--- src/hdl/dipm_pkg.sv ---
// Purpose: shared constants for the dual input power mux control
// Assumes: 250 MHz system clock
// Notes: register layout and synchroniser bundle indices
package dipm_pkg;
  // ==========================================================
  // timing
  localparam int CLK_PERIOD_PS = 4000;
  localparam int SETTLE_TIME_NS = 1000;
  localparam int SETTLE_CYC = (SETTLE_TIME_NS * 1000 + CLK_PERIOD_PS - 1) / CLK_PERIOD_PS;
  localparam int CNT_W = 16;

  // ==========================================================
  // register map
  localparam logic [7:0] ADDR_INPUT_PATH_CTRL = 8'h13;
  localparam int BIT_PATH_TWO_EN = 7;
  localparam int BIT_PATH_ONE_EN = 6;
  localparam int BIT_PAIR_TWO_PRESENT = 2;
  localparam int BIT_PAIR_ONE_PRESENT = 1;
  localparam int BIT_GATE_FORCE_OFF = 0;
  localparam logic [7:0] CTRL_RESET = 8'h00;

  // ==========================================================
  // path codes, same encoding as the enable field {two, one}
  localparam logic [1:0] PATH_NONE = 2'h0;
  localparam logic [1:0] PATH_ONE = 2'h1;
  localparam logic [1:0] PATH_TWO = 2'h2;
  localparam logic [1:0] PATH_BOTH = 2'h3;

  // ==========================================================
  // synchroniser bundle
  localparam int SY_W = 7;
  localparam int SY_PIN_ONE = 0;
  localparam int SY_PIN_TWO = 1;
  localparam int SY_VALID_ONE = 2;
  localparam int SY_VALID_TWO = 3;
  localparam int SY_OV_PROT = 4;
  localparam int SY_OC_PROT = 5;
  localparam int SY_BUS_PRESENT = 6;

  typedef enum logic [2:0] {
    ST_DETECT,
    ST_IDLE,
    ST_ON_ONE,
    ST_ON_TWO,
    ST_BREAK
  } dipm_state_t;
endpackage : dipm_pkg

--- src/hdl/dipm_sync_if.sv ---
// Purpose: carrier between the mux control and its synchroniser
// Assumes: one clock domain on the sync side
// Notes: raw is asynchronous, sync is two flops later
`timescale 1ns/1ns
interface dipm_sync_if #(parameter int W = 1);
  logic [W-1:0] raw;
  logic [W-1:0] sync;
  modport src (output raw, input sync);
  modport snk (input raw, output sync);
endinterface : dipm_sync_if

--- src/hdl/dipm_sync.sv ---
// Purpose: two flop synchroniser bank for pin level inputs
// Assumes: levels only, no pulses shorter than two clocks
// Notes: first stage feeds only the second stage
`timescale 1ns/1ns
module dipm_sync #(
  parameter int W = 1
) (
  // clock and control
  input wire logic clk_i,
  input wire logic rst_i,
  input wire logic ce_i,
  // bundle
  dipm_sync_if.snk io
);
  logic [W-1:0] meta_ff;
  logic [W-1:0] sync_ff;

  always_ff @(posedge clk_i) begin
    if (rst_i) begin
      meta_ff <= '0;
      sync_ff <= '0;
    end else if (ce_i) begin
      meta_ff <= io.raw;
      sync_ff <= meta_ff;
    end
  end

  assign io.sync = sync_ff;
endmodule : dipm_sync

--- src/hdl/dipm_power_mux.sv ---
// Purpose: dual input power mux control, gate drives and path register
// Assumes: input valid levels come pre-qualified from the comparators
// Notes: gate pins are released during power-on sensing
//
// Overview of operation
// RULE_01: at power-on sense both gate pins; grounded pins mean no pair, enables locked zero
// RULE_02: with no pairs found both gate drives stay low forever
// RULE_03: only pair one found: presence one set, path two locked off
// RULE_04: single pair: valid input one sets path one enable and turns pair on
// RULE_05: host sets force-off before enabling bus source; this clears path one
// RULE_06: host disables bus source, then clears force-off to reconnect pair one
// RULE_07: both pairs found: both presence bits set, both enables programmable
// RULE_08: two pairs: first valid input wins, later source stays off
// RULE_09: a write enabling both paths at once is ignored; the code still loads force-off from bit 0 of that write
// RULE_10: connected input one invalid with input two valid: swap on its own
// RULE_11: host swaps paths by writing enable field 01b to 10b or back
// RULE_12: after swapping to input two stay there when input one returns
// RULE_13: enable bits read back the real on or off state of pairs
// RULE_14: overvoltage or overcurrent protection turns the pairs off
// RULE_15: single valid input: writing 00b keeps it on, force-off opens both
// RULE_16: both inputs valid: writing 00 or force-off opens both pairs
// RULE_17: on any swap wait for bus below present threshold before next pair
// RULE_18: input validity arrives as one qualified level per sense node
`timescale 1ns/1ns
module dipm_power_mux #(
  parameter int SETTLE_CYCLES = dipm_pkg::SETTLE_CYC
) (
  // clock, reset, enable
  input wire logic SYS_CLK_I,
  input wire logic SYS_RST_I,
  input wire logic SYS_CE_I,
  // register port
  input wire logic [7:0] REG_ADDR_I,
  input wire logic [7:0] REG_WDATA_I,
  input wire logic REG_WR_I,
  input wire logic REG_RD_I,
  output logic [7:0] REG_RDATA_O,
  // gate drive pins
  input wire logic GATE_DRIVE_ONE_I,
  output logic GATE_DRIVE_ONE_O,
  output logic GATE_DRIVE_ONE_OE_N_O,
  input wire logic GATE_DRIVE_TWO_I,
  output logic GATE_DRIVE_TWO_O,
  output logic GATE_DRIVE_TWO_OE_N_O,
  // input qualification
  input wire logic INPUT_SENSE_ONE_VALID_I,
  input wire logic INPUT_SENSE_TWO_VALID_I,
  input wire logic INPUT_OVERVOLTAGE_PROTECT_I,
  input wire logic INPUT_OVERCURRENT_PROTECT_I,
  input wire logic BUS_PRESENT_I,
  // status
  output logic PAIR_ONE_PRESENT_O,
  output logic PAIR_TWO_PRESENT_O,
  output logic CONV_PAUSE_O
);
  // ==========================================================
  // synchronisers
  dipm_sync_if #(.W(dipm_pkg::SY_W)) sy ();

  assign sy.raw[dipm_pkg::SY_PIN_ONE] = GATE_DRIVE_ONE_I;
  assign sy.raw[dipm_pkg::SY_PIN_TWO] = GATE_DRIVE_TWO_I;
  assign sy.raw[dipm_pkg::SY_VALID_ONE] = INPUT_SENSE_ONE_VALID_I; // RULE_18
  assign sy.raw[dipm_pkg::SY_VALID_TWO] = INPUT_SENSE_TWO_VALID_I; // RULE_18
  assign sy.raw[dipm_pkg::SY_OV_PROT] = INPUT_OVERVOLTAGE_PROTECT_I;
  assign sy.raw[dipm_pkg::SY_OC_PROT] = INPUT_OVERCURRENT_PROTECT_I;
  assign sy.raw[dipm_pkg::SY_BUS_PRESENT] = BUS_PRESENT_I;

  dipm_sync #(.W(dipm_pkg::SY_W)) u_sync (
    .clk_i(SYS_CLK_I),
    .rst_i(SYS_RST_I),
    .ce_i(SYS_CE_I),
    .io(sy.snk)
  );

  // ==========================================================
  // state
  dipm_pkg::dipm_state_t state_ff;
  dipm_pkg::dipm_state_t nxt_state;
  logic [1:0] tgt_ff;
  logic [1:0] nxt_tgt;
  logic hold_ff;
  logic nxt_hold;
  logic [dipm_pkg::CNT_W-1:0] cnt_ff;
  logic [dipm_pkg::CNT_W-1:0] nxt_cnt;
  logic pres_one_ff;
  logic nxt_pres_one;
  logic pres_two_ff;
  logic nxt_pres_two;
  logic force_ff;
  logic nxt_force;
  logic gate_one_ff;
  logic gate_two_ff;
  logic oe_n_ff;
  logic pause_ff;
  logic [7:0] rdata_ff;

  // ==========================================================
  // decode
  wire logic pin_one = sy.sync[dipm_pkg::SY_PIN_ONE];
  wire logic pin_two = sy.sync[dipm_pkg::SY_PIN_TWO];
  wire logic vld_one = sy.sync[dipm_pkg::SY_VALID_ONE];
  wire logic vld_two = sy.sync[dipm_pkg::SY_VALID_TWO];
  wire logic bus_present = sy.sync[dipm_pkg::SY_BUS_PRESENT];
  wire logic prot_fault = sy.sync[dipm_pkg::SY_OV_PROT] | sy.sync[dipm_pkg::SY_OC_PROT];
  wire logic reg_hit = (REG_ADDR_I == dipm_pkg::ADDR_INPUT_PATH_CTRL);
  wire logic wr_ctl = REG_WR_I & reg_hit;
  wire logic rd_ctl = REG_RD_I & reg_hit;
  wire logic [1:0] wr_en = {REG_WDATA_I[dipm_pkg::BIT_PATH_TWO_EN],
                            REG_WDATA_I[dipm_pkg::BIT_PATH_ONE_EN]};
  // an absent pair never qualifies, so its enable stays locked at zero
  wire logic ok_one = pres_one_ff & vld_one; // RULE_02
  wire logic ok_two = pres_two_ff & vld_two; // RULE_02
  wire logic both_vld = vld_one & vld_two;
  wire logic allow = ~nxt_force & ~prot_fault; // RULE_14
  // both-on request falls through every branch below
  wire logic req_one = wr_ctl & (wr_en == dipm_pkg::PATH_ONE); // RULE_09
  wire logic req_two = wr_ctl & (wr_en == dipm_pkg::PATH_TWO); // RULE_09
  wire logic req_off = wr_ctl & (wr_en == dipm_pkg::PATH_NONE);
  wire logic en_one = (state_ff == dipm_pkg::ST_ON_ONE);
  wire logic en_two = (state_ff == dipm_pkg::ST_ON_TWO);

  // force-off is the only stored control bit; presence is read-only
  assign nxt_force = wr_ctl ? REG_WDATA_I[dipm_pkg::BIT_GATE_FORCE_OFF] : force_ff; // RULE_05

  // ==========================================================
  // path selection
  always_comb begin
    nxt_state = state_ff;
    nxt_tgt = tgt_ff;
    nxt_hold = hold_ff & both_vld;
    nxt_cnt = cnt_ff;
    nxt_pres_one = pres_one_ff;
    nxt_pres_two = pres_two_ff;
    unique case (state_ff)
      dipm_pkg::ST_DETECT: begin
        if (cnt_ff == dipm_pkg::CNT_W'(SETTLE_CYCLES - 1)) begin
          // a grounded gate pin means no pair fitted
          nxt_pres_one = pin_one; // RULE_01
          nxt_pres_two = pin_two; // RULE_07
          nxt_state = dipm_pkg::ST_IDLE;
        end else begin
          nxt_cnt = cnt_ff + dipm_pkg::CNT_W'(1);
        end
      end
      dipm_pkg::ST_IDLE: begin
        if (req_off && both_vld) begin
          nxt_hold = 1'b1; // RULE_16
        end else if (allow && req_one && ok_one) begin
          nxt_hold = 1'b0;
          nxt_state = dipm_pkg::ST_ON_ONE; // RULE_11
        end else if (allow && req_two && ok_two) begin
          nxt_hold = 1'b0;
          nxt_state = dipm_pkg::ST_ON_TWO; // RULE_11
        end else if (allow && !nxt_hold && ok_one) begin
          // input one wins a tie; cleared force-off reconnects here
          nxt_state = dipm_pkg::ST_ON_ONE; // RULE_04 RULE_06 RULE_08
        end else if (allow && !nxt_hold && ok_two) begin
          nxt_state = dipm_pkg::ST_ON_TWO; // RULE_08
        end
      end
      dipm_pkg::ST_ON_ONE: begin
        if (!allow || !ok_one) begin
          // lost input one: fall over to two when it can carry the load
          nxt_tgt = (allow && ok_two) ? dipm_pkg::PATH_TWO : dipm_pkg::PATH_NONE; // RULE_10
          nxt_state = dipm_pkg::ST_BREAK; // RULE_14 RULE_15
        end else if (req_two && ok_two) begin
          nxt_tgt = dipm_pkg::PATH_TWO;
          nxt_state = dipm_pkg::ST_BREAK; // RULE_11
        end else if (req_off && both_vld) begin
          nxt_hold = 1'b1;
          nxt_tgt = dipm_pkg::PATH_NONE;
          nxt_state = dipm_pkg::ST_BREAK; // RULE_16
        end
      end
      dipm_pkg::ST_ON_TWO: begin
        // input one returning does not pull the path back
        if (!allow || !ok_two) begin
          nxt_tgt = (allow && ok_one) ? dipm_pkg::PATH_ONE : dipm_pkg::PATH_NONE;
          nxt_state = dipm_pkg::ST_BREAK; // RULE_14 RULE_15
        end else if (req_one && ok_one) begin
          nxt_tgt = dipm_pkg::PATH_ONE;
          nxt_state = dipm_pkg::ST_BREAK; // RULE_11 RULE_12
        end else if (req_off && both_vld) begin
          nxt_hold = 1'b1;
          nxt_tgt = dipm_pkg::PATH_NONE;
          nxt_state = dipm_pkg::ST_BREAK; // RULE_16
        end
      end
      dipm_pkg::ST_BREAK: begin
        // a host swap written mid-break retargets the pending connection
        if (req_one && ok_one) begin
          nxt_hold = 1'b0;
          nxt_tgt = dipm_pkg::PATH_ONE; // RULE_11
        end else if (req_two && ok_two) begin
          nxt_hold = 1'b0;
          nxt_tgt = dipm_pkg::PATH_TWO; // RULE_11
        end
        // both pairs off until the common node has collapsed
        if (!bus_present) begin // RULE_17
          if (allow && nxt_tgt == dipm_pkg::PATH_ONE && ok_one) begin
            nxt_state = dipm_pkg::ST_ON_ONE;
          end else if (allow && nxt_tgt == dipm_pkg::PATH_TWO && ok_two) begin
            nxt_state = dipm_pkg::ST_ON_TWO;
          end else begin
            nxt_state = dipm_pkg::ST_IDLE;
          end
          nxt_tgt = dipm_pkg::PATH_NONE;
        end
      end
    endcase
  end

  // ==========================================================
  // registers
  always_ff @(posedge SYS_CLK_I) begin
    if (SYS_RST_I) begin
      state_ff <= dipm_pkg::ST_DETECT;
      tgt_ff <= dipm_pkg::PATH_NONE;
      hold_ff <= 1'b0;
      cnt_ff <= '0;
      pres_one_ff <= 1'b0;
      pres_two_ff <= 1'b0;
      force_ff <= dipm_pkg::CTRL_RESET[dipm_pkg::BIT_GATE_FORCE_OFF];
    end else if (SYS_CE_I) begin
      state_ff <= nxt_state;
      tgt_ff <= nxt_tgt;
      hold_ff <= nxt_hold;
      cnt_ff <= nxt_cnt;
      pres_one_ff <= nxt_pres_one;
      pres_two_ff <= nxt_pres_two;
      force_ff <= nxt_force;
    end
  end

  // ==========================================================
  // pins and status, all from flops
  always_ff @(posedge SYS_CLK_I) begin
    if (SYS_RST_I) begin
      gate_one_ff <= 1'b0;
      gate_two_ff <= 1'b0;
      oe_n_ff <= 1'b1;
      pause_ff <= 1'b0;
    end else if (SYS_CE_I) begin
      gate_one_ff <= (nxt_state == dipm_pkg::ST_ON_ONE); // RULE_02 RULE_04
      gate_two_ff <= (nxt_state == dipm_pkg::ST_ON_TWO); // RULE_03
      // pins released only while sensing the straps
      oe_n_ff <= (nxt_state == dipm_pkg::ST_DETECT); // RULE_01
      pause_ff <= (nxt_state == dipm_pkg::ST_BREAK); // RULE_17
    end
  end

  // ==========================================================
  // read path
  wire logic [7:0] rd_word = {en_two, en_one, 3'h0, pres_two_ff, pres_one_ff, force_ff}; // RULE_13

  always_ff @(posedge SYS_CLK_I) begin
    if (SYS_RST_I) begin
      rdata_ff <= 8'h00;
    end else if (SYS_CE_I && REG_RD_I) begin
      rdata_ff <= rd_ctl ? rd_word : 8'h00;
    end
  end

  assign REG_RDATA_O = rdata_ff;
  assign GATE_DRIVE_ONE_O = gate_one_ff;
  assign GATE_DRIVE_TWO_O = gate_two_ff;
  assign GATE_DRIVE_ONE_OE_N_O = oe_n_ff;
  assign GATE_DRIVE_TWO_OE_N_O = oe_n_ff;
  assign PAIR_ONE_PRESENT_O = pres_one_ff;
  assign PAIR_TWO_PRESENT_O = pres_two_ff;
  assign CONV_PAUSE_O = pause_ff;
endmodule : dipm_power_mux

--- config.mk ---
export PLATFORM = sky130hd
export DESIGN_NAME = dipm_power_mux
export DESIGN_NICKNAME = d
export VERILOG_FILES = /design/src/hdl/dipm_pkg.sv /design/src/hdl/dipm_sync_if.sv /design/src/hdl/dipm_sync.sv /design/src/hdl/dipm_power_mux.sv
export SDC_FILE = /design/constraint.sdc
export NUM_CORES = 1
export LEC_CHECK = 0
export BUFFER_PORTS_ARGS = -buffer_cell sky130_fd_sc_hd__buf_2
export CAP_MARGIN = 20
export CORE_MARGIN = 2
export CORE_UTILIZATION = 55
export DETAILED_ROUTE_END_ITERATION = 8
export PLACE_DENSITY = 0.78
export SLEW_MARGIN = 20
export SYNTH_ARGS = -nofsm -noshare
export SYNTH_HDL_FRONTEND = slang
export SYNTH_SLANG_ARGS = --single-unit
export TNS_END_PERCENT = 1
--- constraint.sdc ---
create_clock -name SYS_CLK_I -period 2.8 [get_ports SYS_CLK_I]
set_clock_uncertainty 0.05 [all_clocks]
set_input_delay 0.14 -clock SYS_CLK_I [delete_from_list [all_inputs] [get_ports SYS_CLK_I]]
set_output_delay 0.14 -clock SYS_CLK_I [all_outputs]
set_load 0.02 [all_outputs]
---- Word level (Yosys, flattened, before mapping) ----
Index checks and enable logic that the tools add are counted.
word-level totals
  flip-flop bits (word level) ............. 51
  input bits .............................. 28
  output and inout port bits .............. 15
  word-level logic and storage cells ...... 112
cells by class
  add/sub/neg operators ................... 1
  eq/ne operators ......................... 13
  muxes and demuxes ....................... 40
  bitwise logic cells ..................... 14
  reduce and logical (&&, ||, !) cells .... 30
operators with widths
  cell                     count
  $mux W3                  12
  $mux W2                  12
  $logic_and A1 B1 Y1      17
  $add A16 B1 Y16 const B  1
  $eq A16 B8 Y1 const B    1
  $pmux W3 S5              1
  $eq A3 B2 Y1 const B     4
  $mux W1                  12
  $and A1 B1 Y1            10
  $eq A8 B5 Y1 const B     1
  $mux W8                  1
  $eq A3 B3 Y1 const B     2
  $logic_not A3 Y1         2
  $pmux W2 S3              1
  $reduce_and A3 Y1        2
  $eq A2 B1 Y1 const B     2
  $eq A2 B2 Y1 const B     2
  $logic_not A1 Y1         4
  $pmux W1 S4              1
  $eq A3 B1 Y1 const B     1
  $not A1 Y1               3
  $reduce_bool A3 Y1       1
  $logic_not A2 Y1         1
  $logic_or A1 B1 Y1       2
  2 further kinds          2

---- Longest topological paths before layout ----
Gate-level depths: netlist of the first run.
  depth after elaboration ................. 15
  mapped depth ............................ 9
  gate-level depth less buffers ........... 9

---- By module ----
Synthesis of the first run repeated with hierarchy kept, for this count alone.
second synthesis, totals
  cells, all modules ...................... 308
  area total of the unflattened synthesis .. 2625.0 um2
by module, submodules not included
  module          times used  cells each  area each (um2)
  dipm_power_mux  1           263         2117.0
  dipm_sync       1           45          508.0

---- Least setup slack after synthesis of the first run ----
Ideal clock, no wire load.
  path kind ............................... input to register
  start ................................... in REG_ADDR_I[5]
  end ..................................... reg pause_ff (netlist: CONV_PAUSE_O)
  data arrival time ....................... 2.017 ns
  path slack .............................. 0.645 ns
  stages on the path ...................... 8
  buffers on the path ..................... 1
  cell sequence ........................... nor4b_4 -> nand3_2 -> or4_1 -> buf_2 -> nand4_1 -> o211ai_2 -> or3_1 -> o32ai_2
between the ends
  cells in the longest elaborated chain, start to end .. 15
  elaborated cells between the ends (all ways) .. 45
  those cells by class .................... eq/ne (4); mux (18); bitwise (6); reduce/logical (17)
ends and longest elaborated chain
  item                               line                                          source
  from (decl)                        dipm_power_mux.sv:33                          input wire logic [7:0] REG_ADDR_I,
  $eq A8 B5 Y1 *                     dipm_power_mux.sv:105                         wire logic reg_hit = (REG_ADDR_I == dipm_pkg::ADDR_INPUT_PATH_CTRL);
  $and A1 B1 Y1 *                    dipm_power_mux.sv:106                         wire logic wr_ctl = REG_WR_I & reg_hit;
  $and A1 B1 Y1                      dipm_power_mux.sv:117                         wire logic req_two = wr_ctl & (wr_en == dipm_pkg::PATH_TWO);
  $logic_and A1 B1 Y1                dipm_power_mux.sv:166, dipm_power_mux.sv:194
  $mux W2                            dipm_power_mux.sv:194                         end else if (req_two && ok_two) begin
  $mux W2                            dipm_power_mux.sv:191                         if (req_one && ok_one) begin
  $mux W2                            dipm_power_mux.sv:134                         unique case (state_ff)
  $eq A2 B2 Y1                       dipm_power_mux.sv:202                         end else if (allow && nxt_tgt == dipm_pkg::PATH_TWO && ok_two) begin
  $logic_and A1 B1 Y1 (2 in series)  dipm_power_mux.sv:202
  $mux W2                            dipm_power_mux.sv:202
  $mux W2                            dipm_power_mux.sv:200                         if (allow && nxt_tgt == dipm_pkg::PATH_ONE && ok_one) begin
  $mux W3                            dipm_power_mux.sv:199                         if (!bus_present) begin
  $pmux W3 S5 *                      dipm_power_mux.sv:134
  $eq A3 B3 Y1 *                     dipm_power_mux.sv:248                         pause_ff <= (nxt_state == dipm_pkg::ST_BREAK);
  to (signal assigned)               dipm_power_mux.sv:248
  to (decl)                          dipm_power_mux.sv:94                          logic pause_ff;
Mark *: on every way between the ends. The rest lies on a longest branch, timed or not. The select of a mux whose other input is x is not followed.
A chain may end at the register's enable or synchronous reset.

---- Worst setup path after layout of the first run ----
  start ................................... reg u_sync.sync_ff[4] (netlist: u_sync.io.sync[4])
  end ..................................... reg gate_two_ff (netlist: GATE_DRIVE_TWO_O)
between the ends
  cells in the longest elaborated chain, start to end .. 12
  elaborated cells between the ends (all ways) .. 29
  those cells by class .................... eq/ne (1); mux (11); bitwise (3); reduce/logical (14)
ends and longest elaborated chain
  item                    line                                          source
  from (decl)             dipm_sync.sv:16                               logic [W-1:0] sync_ff;
  from (signal assigned)  dipm_sync.sv:24                               sync_ff <= meta_ff;
  $or A1 B1 Y1 *          dipm_power_mux.sv:104                         wire logic prot_fault = sy.sync[dipm_pkg::SY_OV_PROT] | sy.sync[dipm_pkg::SY_OC_PROT];
  $not A1 Y1 *            dipm_power_mux.sv:114                         wire logic allow = ~nxt_force & ~prot_fault;
  $and A1 B1 Y1 *         dipm_power_mux.sv:114
  $logic_and A1 B1 Y1     dipm_power_mux.sv:154, dipm_power_mux.sv:157
  $logic_and A1 B1 Y1     dipm_power_mux.sv:157                         end else if (allow && !nxt_hold && ok_two) begin
  $mux W3                 dipm_power_mux.sv:157
  $mux W3                 dipm_power_mux.sv:154                         end else if (allow && !nxt_hold && ok_one) begin
  $mux W3                 dipm_power_mux.sv:151                         end else if (allow && req_two && ok_two) begin
  $mux W3                 dipm_power_mux.sv:148                         end else if (allow && req_one && ok_one) begin
  $mux W3                 dipm_power_mux.sv:146                         if (req_off && both_vld) begin
  $pmux W3 S5 *           dipm_power_mux.sv:134
  $eq A3 B2 Y1 *          dipm_power_mux.sv:245                         gate_two_ff <= (nxt_state == dipm_pkg::ST_ON_TWO);
  to (signal assigned)    dipm_power_mux.sv:245
  to (decl)               dipm_power_mux.sv:92                          logic gate_two_ff;
Mark *: on every way between the ends. The rest lies on a longest branch, timed or not.

==> run_results.csv, run 1 <==
group,metric,value,unit
yosys,synthCells,300,
worst_setup_path,r2r-end,"GATE_DRIVE_TWO_O",
layout,area_growth,12.32,%
floorplan,die_w,71.40,um
power,swShare,25.48,%
sta,drv_slew,0,
routing,routed-via-count,2223,
clock_network,cts_resized,0,
worst_setup_path,worstPathMaxFanout,7,
layout,drive_above_1_share,17.52,%
clock_network,cts_sinks,48,
layout,fin_util,64.45,%
power,comb_power_share,10.2,%
yosys,synthDistinctLibCells,52,
sta,worstMarginPinSlew,0.5668,ns
power,irDropWorstVdd,0.3629,mV
worst_setup_path,critical_path_class,"flip-flop to flip-flop",
worst_setup_path,start_kind,"flip-flop",
yosys,async_flop_share,0,%
grt,grt_pass1_wl,9025,um
clock_network,htree_levels,2,
sta,worst_hold_slack,0.01331,ns
power,p_int,0.001024,W
worst_setup_path,critPathCaptureType,"flip-flop",
routing,wl_per_cell,14.20,um
place,dpl.hpwl,3865,um
yosys,synth_ff_type,"dfxtp_1",
clock_network,clkTransAtPathRegs,0.09,ns
yosys,yosysWarnings,0,
yosys,synth_seq_area_share,38.46,%
grt,grt_pass1_vias,1937,
yosys,yosys.area.top_type,"dfxtp_1",
layout,nNetsFinal,360,
worst_setup_path,cp_slowest_stage_delay,0.50,ns
sta,slew_headroom,61.93,%
grt,grt_max_degree,30,
sta,fin_tns_setup,0,ns
sta,fin_ws,0.3060,ns
min_path,whs_endpoint,"u_sync.meta_ff[5]",
run,drv_cap,0,
sta,hold_viol_final,0,
worst_setup_path,rr_worst_depth,7,
worst_setup_path,r2r_start,"u_sync.io.sync[4]",
clock_network,cts-buffers-inserted,5,
place,gp_congestion,0.9347,
sta,setup_viol,0,
worst_setup_path,crit_cells,7,
worst_setup_path,regToRegSetupSlack,0.31,ns
floorplan,die_h,71.40,um
sta,grt_setup_unrepaired,"no",
worst_setup_path,cpMaxStageDelayCell,"nor4b_1",
min_path,hold_path.class,"input port to flip-flop",
yosys,syn_area,2499,um2
yosys,synth_adder_area_share,1.002,%
routing,ant_nets,0,
place,portBuffers,34,
routing,routed_wirelength,5440,um
floorplan,io_pins,43,
power,clkPwrFrac,37.4,%
routing,first_pass_iters,4,
clock_network,post-cts-setup-buffer-count,0,
routing,drt_iter0_drc,170,
worst_setup_path,required,2.96,ns
place,place_ws,0.2323,ns
yosys,synth_top_family_by_area,"simple AND/OR/NAND/NOR gates",
clock_network,cts_tree,"yes",
worst_setup_path,cp_cell_sequence,"nor4b_1, nand3_1, a21oi_2, a21boi_0, a211oi_1, o21ai_1, o32ai_1",
floorplan,initial_core_util,57.39,%
sta,fin_crit_sh,89.07,%
power,power_density,489.6,nW/um2
yosys,synth_seq_cells,48,
power,power.switching,0.0003501,W
min_path,min_path_cells,3,
status,status,"complete, no violations",
yosys,syn_area_per_cell,8.329,um2
grt,grt_use_total,22.14,%
min_path,min_from,"INPUT_OVERCURRENT_PROTECT_I",
power,seqPwrFrac,52.4,%
clock_network,cts_hold_buf,0,
floorplan,core,4354,um2
yosys,synth_top_cells_by_count,"nor2_1 (50), dfxtp_1 (48), nand2_1 (29)",
floorplan,die_area,5098,um2
power,leakagePower,1.098,nW
floorplan,rows,24,
yosys,synth.top_cell.area_share,38.46,%
routing,viasPerCell,5.804,
worst_setup_path,crit_arrival,2.65,ns
clock_network,clock_path_buffers,2,
clock_network,cts_root_buffer,"clkbuf_8",
clock_network,insertion_delay,0.31,ns
yosys,synth_xor_area_share,4.907,%
yosys,synth_area_leaders,"dfxtp_1 (38%), nor2_1 (7.5%), mux2i_1 (6.8%), nand2_1 (4.4%), xor2_1 (3.9%)",
grt,grt_overflow_total,0,
grt,grt_antenna_before_repair,0,
yosys,synth_edf_count,0,
sta,min_period,2.494,ns
yosys,synthMuxAreaShare,6.810,%
yosys,synth_compound_area_share,16.07,%
yosys,yosysMostFrequentCell,"nor2_1",
yosys,synth-simple-area-share,27.99,%
layout,n_antenna_cell,0,
worst_setup_path,crit_family,"compound AO/OA/AOI/OAI gates",
worst_setup_path,worst-path-buf-inv,0,
routing,drc,0,
sta,fmax,401.0,MHz
==> worst min-delay path: cells and delay by family <==
family	cells	cell delay [ns]
AND/OR/NAND/NOR	1	0.07
buffers and inverters	1	0.08
multiplexers	1	0.05
==> flip-flops by register name (all words and copies together) (netlist names), 2 cells and up <==
signal          cells
cnt_ff             16
u_sync.io.sync      7
u_sync.meta_ff      7
REG_RDATA_O         5
state_ff            3
tgt_ff              2
==> power by group through the flow <==
stage | Clock, W | Combinational (W) | Sequential [W]
4_1_cts | 0.000527 | 0.000139 | 0.000720
6_report | 0.000514 | 0.000140 | 0.000720
3_3_place_gp | 0 | 0.000135 | 0.000734
2_1_floorplan | 0 | 0.000105 | 0.000728
5_1_grt | 0.000551 | 0.000154 | 0.000723
3_5_place_dp | 0 | 0.000138 | 0.000735
==> per-stage QoR <==
stage,instances,power (W),area [um2]
global placement,375,0.0008694,2686
detailed placement,375,0.0008737,2686
global route,383,0.001428,2806
finish,383,0.001374,2806
CTS,383,0.001386,2803
floorplan,302,0.0008331,2506
==> how the worst max path moves through the flow <==
stage | startpoint | end | slack, ns
after global placement | REG_ADDR_I[5] | CONV_PAUSE_O | 0.32
final | u_sync.io.sync[4] | GATE_DRIVE_TWO_O | 0.31
after global routing | u_sync.io.sync[4] | GATE_DRIVE_TWO_O | 0.05
after floorplan | REG_ADDR_I[5] | CONV_PAUSE_O | 0.65
after detailed placement | u_sync.io.sync[4] | GATE_DRIVE_ONE_O | 0.23
after CTS | u_sync.io.sync[4] | GATE_DRIVE_TWO_O | 0.19
==> cell type report <==
type	count	area, um2
Tap cell	52	65.06
Clock buffer	5	68.82
Timing Repair Buffer	38	200.2
Clock inverter	3	47.55
Fill cell	366	1548
Inverter	8	30.03
Multi-Input combinational cell	229	1434
Sequential cell	48	960.9
==> kinds of logic (layout without fill, tap and decap cells) <==
| family | Yosys count | after routing |
|---|---|---|
| and+or+nand+nor | 138 | 138 |
| AOI/OAI and AO/OA | 55 | 55 |
| DFF | 48 | 48 |
| buffers and inverters | 25 | 54 |
| muxes | 17 | 17 |
| xor gates and xnor gates | 14 | 14 |
| adders and majority gates | 2 | 2 |
| other | 1 | 3 |
==> per-layer routing <==
| metal | global-route usage, % | vias up | share of wire (%) |
|---|---|---|---|
| li1 | - | 1130 | - |
| met1 | 29.32 | 1034 | 48 |
| met2 | 35.39 | 50 | 47 |
| met3 | 5.345 | 9 | 4.1 |
| met4 | 7.757 | 0 | 1.5 |
| met5 | 0 | - | 0 |
==> cells in the final DEF, fill, tap and decap left out, types with 3 or more instances in the layout <==
cell      Yosys  routed
nand2_1      29      29
nor4_1        3       3
a211oi_1      6       6
inv_1         8       8
xor2_1       11      11
o21ai_0      10      10
nor3_1        8       8
a22oi_1       7       7
and3_1        5       5
buf_4         5       4
mux2i_1      17      17
conb_1        1       3
dfxtp_1      48      48
a21oi_1      11      10
nand4_1      10      10
xnor2_1       3       3
nor2_1       50      50
nand3_1      13      13
buf_2         2      34
clkbuf_8      0       5
Note: power is estimated with default switching activity, not from simulation.
==> run 2: changes to the inputs <==
- CAP_MARGIN: 20 -> not set
- CORE_MARGIN: 2 -> 8
==> run 2 against run 1 <==
Clock power decreased by 15%. Cell count did not move. Combinational power about the same. Sequential cell count unchanged. Die area increased by 36%. Critical path depth unchanged. Sequential power hardly changed. Register-to-register slack got worse by 0.04 ns. Fmax shrank 1.4%. Sequential share of layout area increased by 0.26 points. Global-route usage fell by 6.6 points. Critical endpoint unchanged.
==> run_results.csv, run 2 (synthesis gave the netlist of run 1 again) <==
group,metric,value,unit
status,status,"complete, no violations",
place,portBuffers,34,
sta,worst_hold_slack,0.01483,ns
worst_setup_path,worstPathMaxFanout,7,
grt,grt_pass1_vias,2056,
clock_network,cts_sinks,48,
layout,final_common_cell,"nor2_1",
sta,min_period,2.530,ns
clock_network,clock_path_buffers,2,
clock_network,insertion_delay,0.30,ns
sta,fin_crit_sh,90.37,%
grt,grt_antenna_before_repair,0,
worst_setup_path,regToRegSetupSlack,0.27,ns
clock_network,cts-buffers-inserted,5,
layout,layout_common_cells,"nor2_1 (50), dfxtp_1 (48), buf_2 (34)",
floorplan,die_w,83.40,um
sta,drv_slew,0,
routing,drc,0,
sta,fin_tns_setup,0,ns
routing,viasPerCell,5.794,
floorplan,die_h,83.40,um
routing,wl_per_cell,14.31,um
layout,drive_above_1_share,17.52,%
routing,drt_iter0_drc,177,
worst_setup_path,required,2.96,ns
clock_network,clkTransAtPathRegs,0.10,ns
power,power_density,464.5,nW/um2
floorplan,initial_core_util,57.39,%
place,dpl.hpwl,4084,um
place,gp_congestion,0.9129,
floorplan,rows,24,
floorplan,core,4354,um2
sta,slew_headroom,63.42,%
grt,grt_overflow_total,0,
sta,setup_viol,0,
clock_network,htree_levels,2,
layout,fin_util,63.97,%
clock_network,cts_tree,"yes",
sta,hold_viol_final,0,
layout,n_antenna_cell,0,
worst_setup_path,critPathCaptureType,"flip-flop",
worst_setup_path,start_kind,"flip-flop",
routing,first_pass_iters,4,
worst_setup_path,critical_path_class,"flip-flop to flip-flop",
routing,ant_nets,0,
power,irDropWorstVdd,0.4099,mV
sta,grt_setup_unrepaired,"no",
layout,area_growth,11.47,%
place,place_area,2686,um2
routing,routed-via-count,2219,
layout,max_flop_register,"cnt_ff",
sta,fmax,395.2,MHz
routing,routed_wirelength,5479,um
clock_network,cts_root_buffer,"clkbuf_8",
layout,largest_reg_flops,16,
floorplan,die_area,6956,um2
grt,grt_pass1_wl,9335,um
min_path,hold_path.class,"input port to flip-flop",
layout,fin_area,2785,um2
floorplan,io_pins,43,
layout,nFillCells,381,
grt,grt_use_total,15.49,%
sta,worstMarginPinSlew,0.5445,ns
grt,grt_max_degree,39,
power,leakagePower,1.089,nW
run,drv_cap,0,
worst_setup_path,crit_arrival,2.69,ns
layout,nNetsFinal,360,
==> run 2: routing by layer <==
| metal | up-vias | global-route usage, % | part of all wire [%] |
|---|---|---|---|
| met4 | 0 | 6.709 | 1.1 |
| met5 | - | 0 | 0 |
| li1 | 1130 | - | - |
| met1 | 1031 | 19.17 | 46 |
| met3 | 6 | 3.320 | 4.7 |
| met2 | 52 | 25.11 | 48 |
==> run 2: path summary, 6_finish.rpt <==
path	start	end	cells after the start
max reg2reg	u_sync.io.sync[4]	GATE_DRIVE_TWO_O	7
max	u_sync.io.sync[4]	GATE_DRIVE_TWO_O	7
min	INPUT_OVERVOLTAGE_PROTECT_I	u_sync.meta_ff[4]	3
min reg2reg	tgt_ff[1]	tgt_ff[1]	2
==> run 2: stage by stage <==
step	cells	power (W)	worst slack (ns)
5_1_grt	383	0.001352	0.02522
3_3_place_gp	375	0.0008695	0.3273
3_5_place_dp	375	0.0008730	0.2204
2_1_floorplan	302	0.0008331	0.6453
4_1_cts	383	0.001308	0.1922
6_report	383	0.001294	0.2697
==> run 2: final cells by class <==
cell class	count	area (um2)	share of cell area, %
Clock inverter	3	26.28	0.9434
Inverter	8	30.03	1.078
Multi-Input combinational cell	229	1434	51.48
Clock buffer	5	68.82	2.471
Timing Repair Buffer	38	200.2	7.188
Tap cell	52	65.06	2.336
Sequential cell	48	960.9	34.50
==> run 2: worst max-delay path, cell delays in order (launching register included) <==
cell      delay [ns]
dfxtp_1         0.37
nor4b_1         0.52
nand3_1         0.23
a21oi_2         0.35
a21boi_0        0.15
a211oi_1        0.36
o21ai_1         0.15
o32ai_1         0.25
==> run 2: repair_timing <==
| item | 4_1_cts | 5_1_grt |
|---|---|---|
| endpoints found under the hold margin | 0 | 0 |
| hold buffers | 0 | 0 |
| setup buffers | 0 | 0 |
| gates resized for setup | 0 | 1 |
| endpoints found under the setup margin | 0 | 2 |
==> run 2: power breakdown <==
group	switching [W]	internal [W]	total [W]
Sequential	0.0000191	0.000700	0.000719
Clock	0.000252	0.000184	0.000436
Combinational	0.0000835	0.0000551	0.000139
Total	0.000355	0.000939	0.00129
